--- src/oag_pkg.sv ---
package oag_pkg;
  // Word and byte pointer steps
  localparam logic [15:0] WORD_STEP = 16'h0002;
  localparam logic [15:0] BYTE_STEP = 16'h0001;
  // Special register numbers
  localparam logic [2:0] SP_IDX = 3'h6;
  localparam logic [2:0] PC_IDX = 3'h7;
  // Register values after reset
  localparam logic [15:0] REG_RESET = 16'h0000;
  localparam logic [15:0] WORD_RESET = 16'h0000;
  // Field positions within the instruction word
  localparam int BYTE_BIT = 15;
  localparam int SRC_LO = 6;
  localparam int DST_LO = 0;
  localparam int REG_LO = 6;
  // Addressing mode codes
  localparam logic [2:0] MODE_REG = 3'h0;
  localparam logic [2:0] MODE_DEF = 3'h1;
  localparam logic [2:0] MODE_INC = 3'h2;
  localparam logic [2:0] MODE_INCDEF = 3'h3;
  localparam logic [2:0] MODE_DECR = 3'h4;
  localparam logic [2:0] MODE_DECDEF = 3'h5;
  localparam logic [2:0] MODE_IDX = 3'h6;
  localparam logic [2:0] MODE_IDXDEF = 3'h7;

  // Instruction layout classes
  typedef enum logic [1:0] {FMT_NONE, FMT_SINGLE, FMT_DOUBLE, FMT_REGSRC} fmt_t;
  // Operation classes recognised by the decoder
  typedef enum logic [4:0] {
    other_op, dual_op, clear_op, invert_op, plus_one_op, minus_one_op,
    sign_flip_op, carry_add_op, carry_subtract_op, probe_op,
    rotate_right_op, rotate_left_op, arith_shift_right_op,
    arith_shift_left_op, jump_op, byte_swap_op, status_byte_read_op,
    status_byte_write_op, sign_extend_op, test_and_set_op,
    locked_write_op, xor_op, arith_shift_op, arith_shift_pair_op,
    product_op, quotient_op
  } op_kind_t;
  // Which operand is being resolved
  typedef enum logic {SEL_SRC, SEL_DST} sel_t;
  // Sequencer states
  typedef enum logic [2:0] {
    ST_IDLE, ST_FETCH, ST_DECODE, ST_SPEC, ST_XWORD, ST_INDIR, ST_DONE
  } state_t;

  // Decoded instruction
  typedef struct packed {
    fmt_t fmt;
    op_kind_t kind;
    logic byte_op;
  } decode_t;
  // Resolved operand
  typedef struct packed {
    logic used;
    logic is_reg;
    logic [2:0] rnum;
    logic [15:0] addr;
  } opnd_t;
endpackage

--- src/operand_address_generator.sv ---
module operand_address_generator
  import oag_pkg::*;
(
  // Clock and reset
  input wire logic clk,
  input wire logic rst,
  // Control
  input wire logic start,
  output logic busy,
  output logic done,
  // Register preload, taken while idle
  input wire logic load_en,
  input wire logic [2:0] load_idx,
  input wire logic [15:0] load_data,
  output logic [15:0] pc,
  // Memory read port
  output logic mem_req,
  output logic [15:0] mem_addr,
  input wire logic mem_ack,
  input wire logic [15:0] mem_rdata,
  // Results
  output logic [15:0] instr,
  output decode_t dec_o,
  output opnd_t src_o,
  output opnd_t dst_o
);

  // Classify an instruction word
  function automatic decode_t decode_word(input logic [15:0] w);
    decode_t d;
    d = '{fmt: FMT_NONE, kind: other_op, byte_op: 1'b0};
    if (w[14:12] != 3'h0 && w[14:12] != 3'h7) begin
      d = '{fmt: FMT_DOUBLE, kind: dual_op,
            byte_op: w[BYTE_BIT] && (w[14:12] != 3'h6)};
    end else if (w[15:12] == 4'h7) begin
      d.fmt = FMT_REGSRC;
      case (w[11:9])
        3'h0: d.kind = product_op;
        3'h1: d.kind = quotient_op;
        3'h2: d.kind = arith_shift_op;
        3'h3: d.kind = arith_shift_pair_op;
        3'h4: begin
          d.fmt = FMT_SINGLE;
          d.kind = xor_op;
        end
        default: d.fmt = FMT_NONE;
      endcase
    end else if (w[14:12] == 3'h0) begin
      d.fmt = FMT_SINGLE;
      d.byte_op = w[BYTE_BIT];
      case (w[11:6])
        6'h01: d.kind = w[BYTE_BIT] ? other_op : jump_op;
        6'h03: d.kind = w[BYTE_BIT] ? other_op : byte_swap_op;
        6'h28: d.kind = clear_op;
        6'h29: d.kind = invert_op;
        6'h2A: d.kind = plus_one_op;
        6'h2B: d.kind = minus_one_op;
        6'h2C: d.kind = sign_flip_op;
        6'h2D: d.kind = carry_add_op;
        6'h2E: d.kind = carry_subtract_op;
        6'h2F: d.kind = probe_op;
        6'h30: d.kind = rotate_right_op;
        6'h31: d.kind = rotate_left_op;
        6'h32: d.kind = arith_shift_right_op;
        6'h33: d.kind = arith_shift_left_op;
        6'h34: d.kind = w[BYTE_BIT] ? status_byte_write_op : other_op;
        6'h37: d.kind = w[BYTE_BIT] ? status_byte_read_op : sign_extend_op;
        6'h3A: d.kind = w[BYTE_BIT] ? other_op : test_and_set_op;
        6'h3B: d.kind = w[BYTE_BIT] ? other_op : locked_write_op;
        default: d.kind = other_op;
      endcase
      // Unlisted codes carry no operand here
      if (d.kind == other_op) begin
        d = '{fmt: FMT_NONE, kind: other_op, byte_op: 1'b0};
      end
    end
    return d;
  endfunction

  // State and working registers
  state_t state_r, state_nxt;
  sel_t sel_r, sel_nxt;
  logic [15:0] ir_r, ir_nxt;
  logic [5:0] spec_r, spec_nxt;
  logic [15:0] maddr_r, maddr_nxt;
  decode_t dec_r, dec_nxt;
  opnd_t src_r, src_nxt, dst_r, dst_nxt;
  logic [15:0] regs_r [8];
  // Register file write request
  logic rf_we;
  logic [2:0] rf_idx;
  logic [15:0] rf_val;
  // Operand completion
  logic finish;
  opnd_t res;

  // Specifier fields: mode above register
  wire logic [2:0] cur_mode = spec_r[5:3];
  wire logic [2:0] cur_rn = spec_r[2:0];
  wire logic [15:0] cur_val = regs_r[cur_rn];
  // Stack pointer and counter always step by a word
  wire logic wide_step = (cur_rn == SP_IDX) || (cur_rn == PC_IDX);
  wire logic [15:0] step =
    (dec_r.byte_op && !wide_step) ? BYTE_STEP : WORD_STEP;
  wire logic [15:0] dec2 = cur_val - WORD_STEP;
  // Index sum uses counter as already stepped past the word
  wire logic [15:0] xsum = cur_val + mem_rdata;
  wire logic [15:0] pc_next = pc + WORD_STEP;

  // Sequencer and address arithmetic
  always_comb begin
    state_nxt = state_r;
    sel_nxt = sel_r;
    ir_nxt = ir_r;
    spec_nxt = spec_r;
    maddr_nxt = maddr_r;
    dec_nxt = dec_r;
    src_nxt = src_r;
    dst_nxt = dst_r;
    rf_we = 1'b0;
    rf_idx = cur_rn;
    rf_val = cur_val;
    finish = 1'b0;
    res = '{used: 1'b1, is_reg: 1'b0, rnum: cur_rn, addr: cur_val};
    unique case (state_r)
      // Preload or begin an instruction
      ST_IDLE: begin
        if (load_en) begin
          rf_we = 1'b1;
          rf_idx = load_idx;
          rf_val = load_data;
        end else if (start) begin
          maddr_nxt = pc;
          src_nxt = '0;
          dst_nxt = '0;
          state_nxt = ST_FETCH;
        end
      end
      // Opcode fetch through the counter
      ST_FETCH: begin
        if (mem_ack) begin
          ir_nxt = mem_rdata;
          rf_we = 1'b1;
          rf_idx = PC_IDX;
          rf_val = pc_next;
          state_nxt = ST_DECODE;
        end
      end
      // Pick the first specifier; source before destination
      ST_DECODE: begin
        dec_nxt = decode_word(ir_r);
        state_nxt = ST_SPEC;
        sel_nxt = SEL_DST;
        spec_nxt = ir_r[DST_LO +: 6];
        unique case (dec_nxt.fmt)
          FMT_NONE: state_nxt = ST_DONE;
          FMT_SINGLE: sel_nxt = SEL_DST;
          FMT_DOUBLE: begin
            sel_nxt = SEL_SRC;
            spec_nxt = ir_r[SRC_LO +: 6];
          end
          FMT_REGSRC: begin
            sel_nxt = SEL_SRC;
            dst_nxt = '{used: 1'b1, is_reg: 1'b1,
                        rnum: ir_r[REG_LO +: 3], addr: '0};
          end
        endcase
      end
      // Resolve one specifier
      ST_SPEC: begin
        unique case (cur_mode)
          MODE_REG: begin
            res.is_reg = 1'b1;
            res.addr = '0;
            finish = 1'b1;
          end
          MODE_DEF: finish = 1'b1;
          // Pop or immediate: address first, then step
          MODE_INC: begin
            rf_we = 1'b1;
            rf_val = cur_val + step;
            finish = 1'b1;
          end
          // Pointer at register; absolute when on the counter
          MODE_INCDEF: begin
            rf_we = 1'b1;
            rf_val = cur_val + WORD_STEP;
            maddr_nxt = cur_val;
            state_nxt = ST_INDIR;
          end
          // Push: step first, then address
          MODE_DECR: begin
            rf_we = 1'b1;
            rf_val = cur_val - step;
            res.addr = cur_val - step;
            finish = 1'b1;
          end
          MODE_DECDEF: begin
            rf_we = 1'b1;
            rf_val = dec2;
            maddr_nxt = dec2;
            state_nxt = ST_INDIR;
          end
          // Index word follows in the stream
          MODE_IDX, MODE_IDXDEF: begin
            rf_we = 1'b1;
            rf_idx = PC_IDX;
            rf_val = pc_next;
            maddr_nxt = pc;
            state_nxt = ST_XWORD;
          end
        endcase
      end
      // Index word arrived; base register left untouched
      ST_XWORD: begin
        if (mem_ack) begin
          if (cur_mode == MODE_IDX) begin
            res.addr = xsum;
            finish = 1'b1;
          end else begin
            maddr_nxt = xsum;
            state_nxt = ST_INDIR;
          end
        end
      end
      // Pointer word arrived
      ST_INDIR: begin
        if (mem_ack) begin
          res.addr = mem_rdata;
          finish = 1'b1;
        end
      end
      ST_DONE: state_nxt = ST_IDLE;
    endcase
    // Store operand, move on to destination if any
    if (finish) begin
      if (sel_r == SEL_SRC) begin
        src_nxt = res;
      end else begin
        dst_nxt = res;
      end
      if (sel_r == SEL_SRC && dec_r.fmt == FMT_DOUBLE) begin
        sel_nxt = SEL_DST;
        spec_nxt = ir_r[DST_LO +: 6];
        state_nxt = ST_SPEC;
      end else begin
        state_nxt = ST_DONE;
      end
    end
  end

  // Working registers
  always_ff @(posedge clk or posedge rst) begin
    if (rst) begin
      state_r <= ST_IDLE;
      sel_r <= SEL_SRC;
      ir_r <= WORD_RESET;
      spec_r <= '0;
      maddr_r <= WORD_RESET;
      dec_r <= '{fmt: FMT_NONE, kind: other_op, byte_op: 1'b0};
      src_r <= '0;
      dst_r <= '0;
    end else begin
      state_r <= state_nxt;
      sel_r <= sel_nxt;
      ir_r <= ir_nxt;
      spec_r <= spec_nxt;
      maddr_r <= maddr_nxt;
      dec_r <= dec_nxt;
      src_r <= src_nxt;
      dst_r <= dst_nxt;
    end
  end

  // General register file
  always_ff @(posedge clk or posedge rst) begin
    if (rst) begin
      for (int i = 0; i < 8; i++) begin
        regs_r[i] <= REG_RESET;
      end
    end else if (rf_we) begin
      regs_r[rf_idx] <= rf_val;
    end
  end

  // Outputs
  assign pc = regs_r[PC_IDX];
  assign busy = (state_r != ST_IDLE);
  assign done = (state_r == ST_DONE);
  assign mem_req = (state_r == ST_FETCH) || (state_r == ST_XWORD) ||
                   (state_r == ST_INDIR);
  assign mem_addr = maddr_r;
  assign instr = ir_r;
  assign dec_o = dec_r;
  assign src_o = src_r;
  assign dst_o = dst_r;

  wire logic in_spec = (state_r == ST_SPEC);
endmodule

--- config.mk ---
export PLATFORM = sky130hd
export DESIGN_NAME = operand_address_generator
export DESIGN_NICKNAME = d
export VERILOG_FILES = /design/src/oag_pkg.sv /design/src/operand_address_generator.sv
export SDC_FILE = /design/constraint.sdc
export NUM_CORES = 1
export LEC_CHECK = 0
export BUFFER_PORTS_ARGS = -buffer_cell sky130_fd_sc_hd__buf_2
export CORE_ASPECT_RATIO = 0.9
export CORE_MARGIN = 5
export CORE_UTILIZATION = 43
export CTS_CLUSTER_DIAMETER = 150
export CTS_CLUSTER_SIZE = 20
export DETAILED_ROUTE_END_ITERATION = 6
export PLACE_DENSITY = 0.7
export SYNTH_ARGS = -nofsm -noshare
export SYNTH_HDL_FRONTEND = slang
export SYNTH_SLANG_ARGS = --single-unit
--- constraint.sdc ---
create_clock -name clk -period 11.4 [get_ports clk]
set_input_delay 1.71 -clock clk [delete_from_list [all_inputs] [get_ports clk]]
set_output_delay 1.71 -clock clk [all_outputs]
set_load 0.01 [all_outputs]
==> summary.md, run 1 <==
| Metric | Value |
|---|---|
| Outcome | complete, but fails checks |
| Failing checks | DRC |
| Type of the most critical hold path | reg -> reg |
| Worst Path Arrival | around 5600 ps |
| CTS clk-pin slew, worst paths | 90 ps |
| Nets | 1861 |
| Pin count of the biggest net entering global routing | 92 |
| Iter 0 DRT Violations | between 2000 and 2500 |
| Post-Syn Area per Cell | 8.76 sq um |
| Layout cells sized above 1 | 19.1% |
| CTS tree | done |
| Die area | 39600 sq um |
| Vias/cell | 6.46 |
| H-tree depth | 1 |
| Syn Inst Count | 1753 |
| Final setup margin | just over 6000 ps |
| Slew Limit Headroom | a little under 30% |
| Sum Neg Setup Slack | 0 ps |
| Max incr delay on CP | 600 ps |
| Post-synth ARST share | 100% |
| DRC | 3 |
| Worst setup SP type | register |
| Ant diodes | 0 |
| Std-Cell Rows | 65 |
| Primary FF master, synth | dfrtp_1 |
| Final Critical Period | around 5200 ps |
| Crit path top cell by count | a21o_1 |
| Initial antenna violation count | 0 |
| Slowest CP cell | mux2i_1 |
| Pwr/cell area | 368 nW/um^2 |
| Clk Latency, worst-skew pair | 510 ps |
| Total track usage | 27.3% |
| CTS max path bufs | 3 |
| Worst slew pin tran | 1070 ps |
| Yosys warning count | 0 |
| Root Driver | clkbuf_16 |
| First-pass GRT wire length | 86.5 mm |
| Hold Vio Cnt, Final | 0 |
| Fin crit share | a little under half |
| Vias in the first global route | 13900 |
| Clock Sinks | 220 |
| Reg2Reg Depth | 15 |
| Finished Cell Area | 16600 sq um |
| Slew Limit Fails | 0 |
| Final Util | 47.2% |
| First-pass DRT Iterations | 7 |
| RSZ-0062 raised after global routing | no |
| Hold-critical path depth | 2 |
| Initial core utilization | 43.7% |
| Final setup fails | 0 |
| # fillers | 3417 |
| Core area | 35100 sq um |
| Synthesized net count | 1819 |
| Register bit total from synthesis | 220 |
| CTS Hold Bufs | 0 |
| Cts bufs inserted | 14 |
| FF+latch area | 5510 sq um |
| Sequential share of the synthesized area | 35.9% |
| Antenna viol nets, final | 0 |
| Maximum clock rate | 0.192 GHz |
| Number of flops mapped to enable cells by yosys | 0 |
| CP Depth | 15 |
| Worst-path maximum fanout | 36 |
| Port Buffers | 140 |
| Maxcap violations | 0 |
| Clock Skew | 21.9 ps |
| Critical path buffers and inverters | 2 |
| I/O pin total | 141 |
| Final HPWL DP | 41.4 mm |
| Via Count | 14600 |
| Crit path capture type | register |
| Post-CTS setup buffers | 0 |
| Die Ht | 189 um |
| Final Total Pwr | approximately 0.006 W |
| CP Data Required Time | 11800 ps |
| Routed wire length | 55.6 mm |
| Critical path type | reg -> reg |
| Crit-path cells | buf_4 -> mux4_2 -> mux2i_1 -> inv_1 -> ha_1 -> fa_1 -> a21o_1 -> a21oi_1 -> o21bai_1 -> a21o_1 -> a211oi_1 -> o2111ai_1 -> o21ai_0 -> o21ai_0 -> a21o_1 |
| Static Leak | approximately 7.3 nW |
| Gr ovfl total | 0 |
| Crit-path leading delay family | compound AO/OA/AOI/OAI gates |
| DP Worst Slack | 6310 ps |
| WL per Instance | 24.5 um |
| GP Congestion | 1.03 |
| Multi-input gate area | 9060 sq um |
| Synthesis-to-layout area growth | 8.05% |
| Mapped Area | 15300 sq um |
| Cts repair resizes | 0 |
| Die X | 209 um |
| Unique cell type count in the Yosys netlist | 102 |
| Placed inst area | ~16000 sq um |
| Max IR drop VDD | 0.146 mV |
cell families (layout without fill, tap and decap cells):
kind of cell	Yosys count	in the layout	synth area share, %
AND/OR/NAND/NOR	626	626	19.3
flip-flops	220	220	35.9
buffers and inverters	177	219	5.21
XOR/XNOR	45	45	2.57
multiplexers	160	160	13.7
adder cells (fa/ha/maj)	26	26	2.27
AO/OA/AOI/OAI	499	499	21.1
flip-flops by register name, indices dropped and copies added, names as in the netlist:
register / count
dec_o: 8
dst_o: 21
instr: 16
mem_addr: 16
pc: 16
regs_r: 112
sel_r: 1
spec_r: 6
src_o: 21
state_r: 3
final cells by class:
type                            instances  area share (%)
Inverter                               36           0.860
Tap cell                              469            3.54
Multi-Input combinational cell       1356            54.6
Timing Repair Buffer                  167            5.45
Sequential cell                       220            33.2
Clock buffer                           16            2.29
worst min-delay path, delay by kind of cell (launching register included):
| family | cells | cell delay, ps |
|---|---|---|
| AO/OA/AOI/OAI | 1 | 60 |
| AND/OR/NAND/NOR | 1 | 50 |
| flip-flops | 1 | 350 |
worst paths after layout:
path	startpoint	endpoint	slack [ps]
setup / recovery	spec_r[0]	src_o[14]	6180
hold / removal	mem_addr[1]	mem_addr[1]	480
setup reg to reg	spec_r[0]	src_o[14]	6180
hold reg to reg	mem_addr[1]	mem_addr[1]	480
max in group asynchronous	rst	spec_r[1]	8710
min in group asynchronous	rst	regs_r[111]	1300
metal layers:
layer / global-route usage (%) / part of all wire [%] / vias up / wire (um)
li1: - / - / 6514 / -
met1: 40.1 / 43 / 7190 / 24000
met2: 40.9 / 43 / 795 / 23900
met3: 4.57 / 9.3 / 129 / 5160
met4: 9.31 / 4.4 / 0 / 2440
met5: 0 / 0 / - / 0
through the flow:
step,instances,hold slack [ps]
final,2264,480
after global routing,2264,520
after CTS,2264,487
after detailed placement,2248,468
after global placement,2248,453
after floorplan,1753,450
cell usage in the layout, fill, tap and decap left out, drive strengths merged, types with 37 or more instances in the layout:
cell   netlist  final
buf         45    167
dfrtp      220    220
mux2i       37     37
mux2       101    101
o21ai      156    156
a21oi      117    117
nand3       82     82
nor2       142    142
nand2      227    227
cell usage after synthesis, types with 6 or more instances:
master / instances / share of area [%]
a31oi_1: 20 / 0.82
clkbuf_1: 96 / 2.3
a22oi_1: 15 / 0.73
nand4_1: 16 / 0.65
nor3_1: 30 / 0.98
o31ai_1: 12 / 0.59
mux2_2: 93 / 6.8
o21ai_0: 148 / 4.8
nor2_1: 139 / 3.4
o211ai_1: 10 / 0.49
a211oi_1: 11 / 0.54
or3_1: 6 / 0.24
nand3b_1: 9 / 0.44
buf_4: 20 / 0.98
a21o_1: 9 / 0.44
o2111ai_1: 6 / 0.34
inv_1: 29 / 0.71
nand2_1: 227 / 5.6
o21ai_1: 8 / 0.26
and3_1: 17 / 0.69
o22ai_1: 22 / 0.90
a221o_1: 6 / 0.39
ha_1: 23 / 1.9
or2_2: 6 / 0.24
a21oi_1: 117 / 3.8
xnor2_1: 34 / 1.9
buf_2: 12 / 0.39
buf_1: 8 / 0.20
nor4_1: 7 / 0.29
mux4_2: 19 / 2.8
nand3_1: 80 / 2.6
xor2_1: 11 / 0.63
nor2b_1: 17 / 0.69
o221ai_1: 9 / 0.51
dfrtp_1: 220 / 36
a221oi_1: 34 / 1.9
nand2b_1: 20 / 0.82
mux2i_1: 30 / 2.0
and2_1: 17 / 0.69
power by group:
group / total [W] / internal (W) / switching (W)
clock network: 0.000503 / 0.000236 / 0.000267
logic: 0.00415 / 0.00144 / 0.00271
registers: 0.00146 / 0.00109 / 0.000360
Note: power is estimated with default switching activity, not from simulation.
==> inputs of run 2 (changes only) <==
- PLACE_DENSITY: 0.7 -> 0.72
- clock period: 11.4 -> 4.75 ns (I/O delays scaled with it)
==> run 2 against run 1 <==
  * The flow now finishes without violations
  * Final area grew 2.3%
  * Worst setup slack lost 5900 ps
  * Core utilization grew 1.1 points
  * Fmax grew 16%
  * Flip-flop and latch count is the same
  * Via count grew 1.3%
==> summary.md, run 2 (synthesis results as in run 1) <==
| Metric | Value |
|---|---|
| Most common cell after layout, fill and taps aside | nand2_1 (unchanged) |
| Crit-path leading delay family | compound AO/OA/AOI/OAI gates (unchanged) |
| Core area | 35100 sq um (unchanged) |
| Worst slew pin tran | 1310 ps (was 1070 ps) |
| Crit path top cell by count | a21o_1 (unchanged) |
| Pin count of the biggest net entering global routing | 121 (was 92) |
| Worst Path Arrival | 4880 ps (was 5620 ps) |
| Crit-path cells | mux4_2 -> mux2i_1 -> inv_1 -> ha_1 -> fa_1 -> a21o_1 -> a21oi_1 -> o21bai_1 -> a21o_1 -> a211oi_1 -> buf_4 -> o2111ai_1 -> o21ai_0 -> o21ai_0 -> a21o_1 (was buf_4 -> mux4_2 -> mux2i_1 -> inv_1 -> ha_1 -> fa_1 -> a21o_1 -> a21oi_1 -> o21bai_1 -> a21o_1 -> a211oi_1 -> o2111ai_1 -> o21ai_0 -> o21ai_0 -> a21o_1) |
| I/O pin total | 141 (unchanged) |
| Max incr delay on CP | 610 ps (was 600 ps) |
| First-pass DRT Iterations | 6 (was 7) |
| Synthesis-to-layout area growth | 10.5% (was 8.05%) |
| Final setup fails | 0 (unchanged) |
| Outcome | finished, final reports clean (was complete, but fails checks) |
| Iter 0 DRT Violations | 2319 (was 2106) |
| Multi-input gate area | 9060 sq um (about the same) |
| Maxcap violations | 0 (unchanged) |
| Initial core utilization | 43.7% (unchanged) |
| Clk Latency, worst-skew pair | 520 ps (was 510 ps) |
| Commonest cells after routing, fill and taps aside | nand2_1 (227), dfrtp_1 (217), o21ai_0 (148), buf_2 (140), nor2_1 (139) (unchanged) |
| Critical path buffers and inverters | 2 (unchanged) |
| Routed wire length | 56.7 mm (was 55.6 mm) |
| Port Buffers | 140 (unchanged) |
| Max FFs per register | 112 (unchanged) |
| CP Data Required Time | 5130 ps (was 11800 ps) |
| Layout cells sized above 1 | 21.1% (was 19.1%) |
| Cts repair resizes | 0 (unchanged) |
| Clock Sinks | 220 (unchanged) |
| CTS clk-pin slew, worst paths | 100 ps (was 90 ps) |
| Post-CTS setup buffers | 0 (unchanged) |
| Worst-path maximum fanout | 11 (was 36) |
| Most flop-heavy register | regs_r (unchanged) |
| Final setup margin | 254 ps (was 6180 ps) |
| DRC | 0 (was 3) |
| Met1 Wirelength | 23.8 mm (was 24.0 mm) |
| Vias in the first global route | 13700 (was 13900) |
| WL met2 | 24.6 mm (was 23.9 mm) |
| RSZ-0062 raised after global routing | no (unchanged) |
| DP Worst Slack | 351 ps (was 6310 ps) |
| Placed inst area | 16600 sq um (was 16200 sq um) |
| CTS Hold Bufs | 0 (unchanged) |
| Final HPWL DP | 42.9 mm (was 41.4 mm) |
| Max IR drop VDD | 0.330 mV (was 0.146 mV) |
| Sw Ratio | 54.1% (was 54.6%) |
| Die X | 209 um (unchanged) |
| Fin crit share | 94.6% (was 45.8%) |
| Type of the most critical hold path | in -> async (was reg -> reg) |
| Slew Limit Fails | 0 (unchanged) |
| Hold_ws | 356 ps (was 480 ps) |
| FF+latch area | 5510 sq um (about the same) |
| Clock Skew | 34.3 ps (was 21.9 ps) |
| Routed wl met3 | 5.72 mm (was 5.16 mm) |
| Static Leak | 7.52 nW (was 7.29 nW) |
| Vias/cell | 6.41 (was 6.46) |
| Combinational share of power | 68.9% (was 67.9%) |
| Antenna viol nets, final | 0 (unchanged) |
| Via Count | 14800 (was 14600) |
| Worst setup SP type | register (unchanged) |
| Highest Signal Layer | met4 (unchanged) |
| Internal power | 0.00695 W (was 0.00277 W) |
| First-pass GRT wire length | 86.3 mm (was 86.5 mm) |
| Finished Cell Area | 17000 sq um (was 16600 sq um) |
| Final Total Pwr | 0.0152 W (was 0.00611 W) |
| Hold Vio Cnt, Final | 0 (unchanged) |
| Crit path capture type | register (unchanged) |
| Nets | 1908 (was 1861) |
| GP Congestion | 0.999 (was 1.03) |
| Std-Cell Rows | 65 (unchanged) |
| Die Ht | 189 um (unchanged) |
| Slowest CP cell | dfrtp_2 (was mux2i_1) |
| CTS max path bufs | 3 (unchanged) |
| Root Driver | clkbuf_16 (unchanged) |
| Slew Limit Headroom | 11.5% (was 28.8%) |
| Psw | 0.00820 W (was 0.00334 W) |
| Critical path type | reg -> reg (unchanged) |
| Clock Power Share | 7.9% (was 8.2%) |
| WL per Instance | 24.5 um (about the same) |
| # fillers | 3428 (was 3417) |
| Reg power frac | 23.2% (was 23.8%) |
| Total track usage | 27.5% (was 27.3%) |
| Sum Neg Setup Slack | 0 ps (unchanged) |
| Pwr/cell area | 893 nW/um^2 (was 368 nW/um^2) |
| Initial antenna violation count | 0 (unchanged) |
| Final Critical Period | 4500 ps (was 5220 ps) |
| Maximum clock rate | 0.222 GHz (was 0.192 GHz) |
| H-tree depth | 1 (unchanged) |
| CTS tree | done (unchanged) |
| Cts bufs inserted | 14 (unchanged) |
| Gr ovfl total | 0 (unchanged) |
| Die area | 39600 sq um (unchanged) |
-- run 2: stage by stage --
stage                     std cells  utilization (%)
after floorplan                1753                -
after global placement         2295             47.2
after detailed placement       2295             47.2
after CTS                      2312             48.3
after global routing           2312             48.3
final                          2313             48.3
-- run 2: worst register-to-register path: stages (launching register included) --
cell       delay, ps
dfrtp_2          610
mux4_2           550
mux2i_1          350
inv_1            160
ha_1             270
fa_1             420
a21o_1           180
a21oi_1          300
o21bai_1         190
a21o_1           210
a211oi_1         230
buf_4            170
o2111ai_1        100
o21ai_0          100
o21ai_0          260
a21o_1           260
-- run 2: metal layers --
| layer | global-route usage (%) | vias up |
|---|---|---|
| met1 | 39.4 | 7143 |
| met5 | 0 | - |
| met2 | 41.8 | 924 |
| li1 | - | 6591 |
| met3 | 5.04 | 157 |
| met4 | 9.71 | 0 |
-- run 2: worst paths after layout --
| path | start | to | slack, ps | cells after the start |
|---|---|---|---|---|
| max reg2reg | spec_r[0] | src_o[14] | 250 | 15 |
| max | spec_r[0] | src_o[14] | 250 | 15 |
| max in group asynchronous | rst | mem_addr[11] | 3810 | 3 |
| min reg2reg | mem_addr[6] | mem_addr[6] | 480 | 2 |
| min | rst | regs_r[113] | 360 | 3 |
| min in group clk | mem_addr[6] | mem_addr[6] | 480 | 2 |
-- run 2: area by class of cell --
type / count / share of cell area [%]
Multi-Input combinational cell: 1356 / 53.4
Sequential cell: 220 / 32.5
Timing Repair Buffer: 214 / 7.63
Tap cell: 469 / 3.46
Clock buffer: 16 / 2.11
Inverter: 36 / 0.819
Clock inverter: 1 / 0.0959
Antenna cell: 1 / 0.0147
-- run 2: power by group through the flow --
stage | registers, W | clock network, W | logic (W)
CTS | 0.00349 | 0.00121 | 0.0101
global route | 0.00361 | 0.00127 | 0.0112
finish | 0.00352 | 0.00119 | 0.0104
detailed placement | 0.00353 | 0 | 0.0101
global placement | 0.00348 | 0 | 0.00994
floorplan | 0.00318 | 0 | 0.00699
==> inputs of run 3 (changes only) <==
- CTS_BUF_LIST: default -> sky130_fd_sc_hd__clkbuf_2
==> run 3 against run 2 <==
  * The run now ends with DRC left
  * Final area shrank 1.2%
  * Combinational power barely moved
  * Clock power shrank 38%
  * First-iteration DRC count decreased by 5.6%
  * Global-route usage fell by 0.054 points
  * Sequential share of layout area is 0.41 points higher
  * Count of clock-buffer cells in the layout stayed put
  * Cell count grew 0.26%
  * Critical path depth grew 1
  * Critical endpoint unchanged
==> summary.md, run 3 (synthesis results as in run 1) <==
| Metric | Value |
|---|---|
| Gr ovfl total | 0 (unchanged) |
| Die Ht | 189 um (unchanged) |
| Outcome | complete, but fails checks (was finished, final reports clean) |
| Routed wire length | 56.8 mm (was 56.7 mm) |
| H-tree depth | 1 (unchanged) |
| Pwr/cell area | 880 nW/um^2 (was 893 nW/um^2) |
| Port Buffers | 140 (unchanged) |
| CP Data Required Time | 5510 ps (was 5130 ps) |
| GP Congestion | 0.999 (unchanged) |
| Layout cells sized above 1 | 21.4% (was 21.1%) |
| CTS clk-pin slew, worst paths | 400 ps (was 100 ps) |
| Worst-path maximum fanout | 11 (unchanged) |
| Antenna viol nets, final | 0 (unchanged) |
| WL per Instance | 24.5 um (about the same) |
| Reg2Reg Depth | 16 (was 15) |
| Nets | 1913 (was 1908) |
| Via Count | 14800 (about the same) |
| CTS tree | done (unchanged) |
| Worst slew pin tran | 1290 ps (was 1310 ps) |
| Pin count of the biggest net entering global routing | 121 (unchanged) |
| Root Driver | clkbuf_2 (was clkbuf_16) |
| Initial core utilization | 43.7% (unchanged) |
| First-pass DRT Iterations | 7 (was 6) |
| Worst setup SP type | register (unchanged) |
| Core area | 35100 sq um (unchanged) |
| # fillers | 3464 (was 3428) |
| Failing checks | DRC |
| Max FFs per register | 112 (unchanged) |
| Cts bufs inserted | 14 (unchanged) |
| R2r endpoint | src_o[14] (unchanged) |
| Static Leak | 7.45 nW (was 7.52 nW) |
| I/O pin total | 141 (unchanged) |
| Critical path type | reg -> reg (unchanged) |
| Worst r2r src | spec_r[1] (was spec_r[0]) |
| Most common cell after layout, fill and taps aside | nand2_1 (unchanged) |
| Placed inst area | 16600 sq um (unchanged) |
| Sum Neg Setup Slack | 0 ps (unchanged) |
| Synthesis-to-layout area growth | 9.21% (was 10.5%) |
| Final Critical Period | 4550 ps (was 4500 ps) |
| Type of the most critical hold path | in -> reg (was in -> async) |
| Worst hold start | mem_rdata[0] |
| Vias in the first global route | 13700 (about the same) |
| Final HPWL DP | 42.9 mm (unchanged) |
| Slew Limit Headroom | 12.8% (was 11.5%) |
| Clk Latency, worst-skew pair | 920 ps (was 520 ps) |
| Worst Path Arrival | 5310 ps (was 4880 ps) |
| Iter 0 DRT Violations | 2188 (was 2319) |
| DRC | 4 (was 0) |
| Die area | 39600 sq um (unchanged) |
| Commonest cells after routing, fill and taps aside | nand2_1 (227), dfrtp_1 (217), o21ai_0 (148), buf_2 (140), nor2_1 (139) (unchanged) |
| Clock Sinks | 220 (unchanged) |
| Clock Skew | 118 ps (was 34.3 ps) |
| Maxcap violations | 0 (unchanged) |
| Total track usage | 27.4% (was 27.5%) |
| Hold_ws | 62.3 ps (was 356 ps) |
| Worst hold endpoint | instr[0] |
| Initial antenna violation count | 2 (was 0) |
| Final setup fails | 0 (unchanged) |
| RSZ-0062 raised after global routing | no (unchanged) |
| Finished Cell Area | 16800 sq um (was 17000 sq um) |
| Final Util | 47.7% (was 48.3%) |
| Vias/cell | 6.39 (was 6.41) |
| Hold Vio Cnt, Final | 0 (unchanged) |
| Hold-critical path depth | 3 |
| Std-Cell Rows | 65 (unchanged) |
| Max IR drop VDD | 0.303 mV (was 0.330 mV) |
| Fin crit share | 95.7% (was 94.6%) |
| Reg2reg setup slack | 200 ps (was 250 ps) |
| Die X | 209 um (unchanged) |
| Maximum clock rate | 0.220 GHz (was 0.222 GHz) |
| Slew Limit Fails | 0 (unchanged) |
| Most flop-heavy register | regs_r (unchanged) |
| Crit path capture type | register (unchanged) |
| CTS max path bufs | 3 (unchanged) |
| First-pass GRT wire length | 86.1 mm (was 86.3 mm) |
==> run 3: cell count changes in the layout (fill, tap and decap cells not counted), moves of 2 or more <==
cell       change
buf_4          +3
clkbuf_1       -2
clkbuf_16     -14
clkbuf_2      +16
==> run 3: power breakdown <==
group          leakage [nW]  internal [W]  switching [W]  total (W)
registers              2.85       0.00262       0.000873    0.00350
clock network        0.0806      0.000142       0.000590   0.000732
logic                  4.52       0.00381        0.00670     0.0105
total                  7.45       0.00658        0.00817     0.0147
==> run 3: cell type report <==
cell class | instances | area (sq um) | share of cell area (%)
repair buffers | 219 | 1350 | 8.03
inverters | 36 | 139 | 0.829
well taps | 469 | 587 | 3.50
flip-flops and latches | 220 | 5510 | 32.9
diodes | 2 | 5.00 | 0.0299
multi-input cells | 1356 | 9060 | 54.1
clock inverters | 1 | 30.0 | 0.179
clock buffers | 16 | 80.1 | 0.478
==> run 3: metal layers <==
| metal | up-vias | part of all wire [%] | global-route usage, % |
|---|---|---|---|
| li1 | 6601 | - | - |
| met1 | 7153 | 42 | 39.4 |
| met2 | 911 | 44 | 41.7 |
| met3 | 143 | 9.8 | 4.94 |
| met4 | 2 | 4.4 | 9.69 |
| met5 | - | 0.023 | 0 |
==> run 3: critical path, cell delays in order (launching register included) <==
cell       delay, ps
dfrtp_2          670
buf_4            230
mux4_2           290
mux2i_1          360
inv_1            160
ha_1             260
fa_1             420
a21o_1           180
a21oi_1          290
o21bai_1         190
a21o_1           210
a211oi_1         240
buf_4            170
o2111ai_1        100
o21ai_0          100
o21ai_0          280
a21o_1           260
==> run 3: worst max path at each step <==
| stage | from | endpoint | slack (ps) | cells past startpoint |
|---|---|---|---|---|
| floorplan | spec_r[1] | regs_r[107] | 540 | 17 |
| global placement | spec_r[2] | src_o[14] | 400 | 15 |
| detailed placement | spec_r[2] | src_o[14] | 350 | 15 |
| CTS | spec_r[2] | src_o[14] | 120 | 15 |
| global route | spec_r[2] | src_o[14] | 20 | 16 |
| finish | spec_r[1] | src_o[14] | 200 | 16 |
==> run 3: per-stage QoR <==
stage	power (W)	cells	worst slack, ps
floorplan	0.0102	1753	540
global placement	0.0134	2295	404
detailed placement	0.0136	2295	351
CTS	0.0144	2313	116
global route	0.0156	2318	24.7
finish	0.0147	2319	204
==> run 3: timing repair <==
action | in CTS | in global routing
hold buffers | 1 | 0
buffers inserted | 0 | 4
hold endpoints to repair | 117 | 0
resized for setup | 0 | 3
setup endpoints to repair | 0 | 8
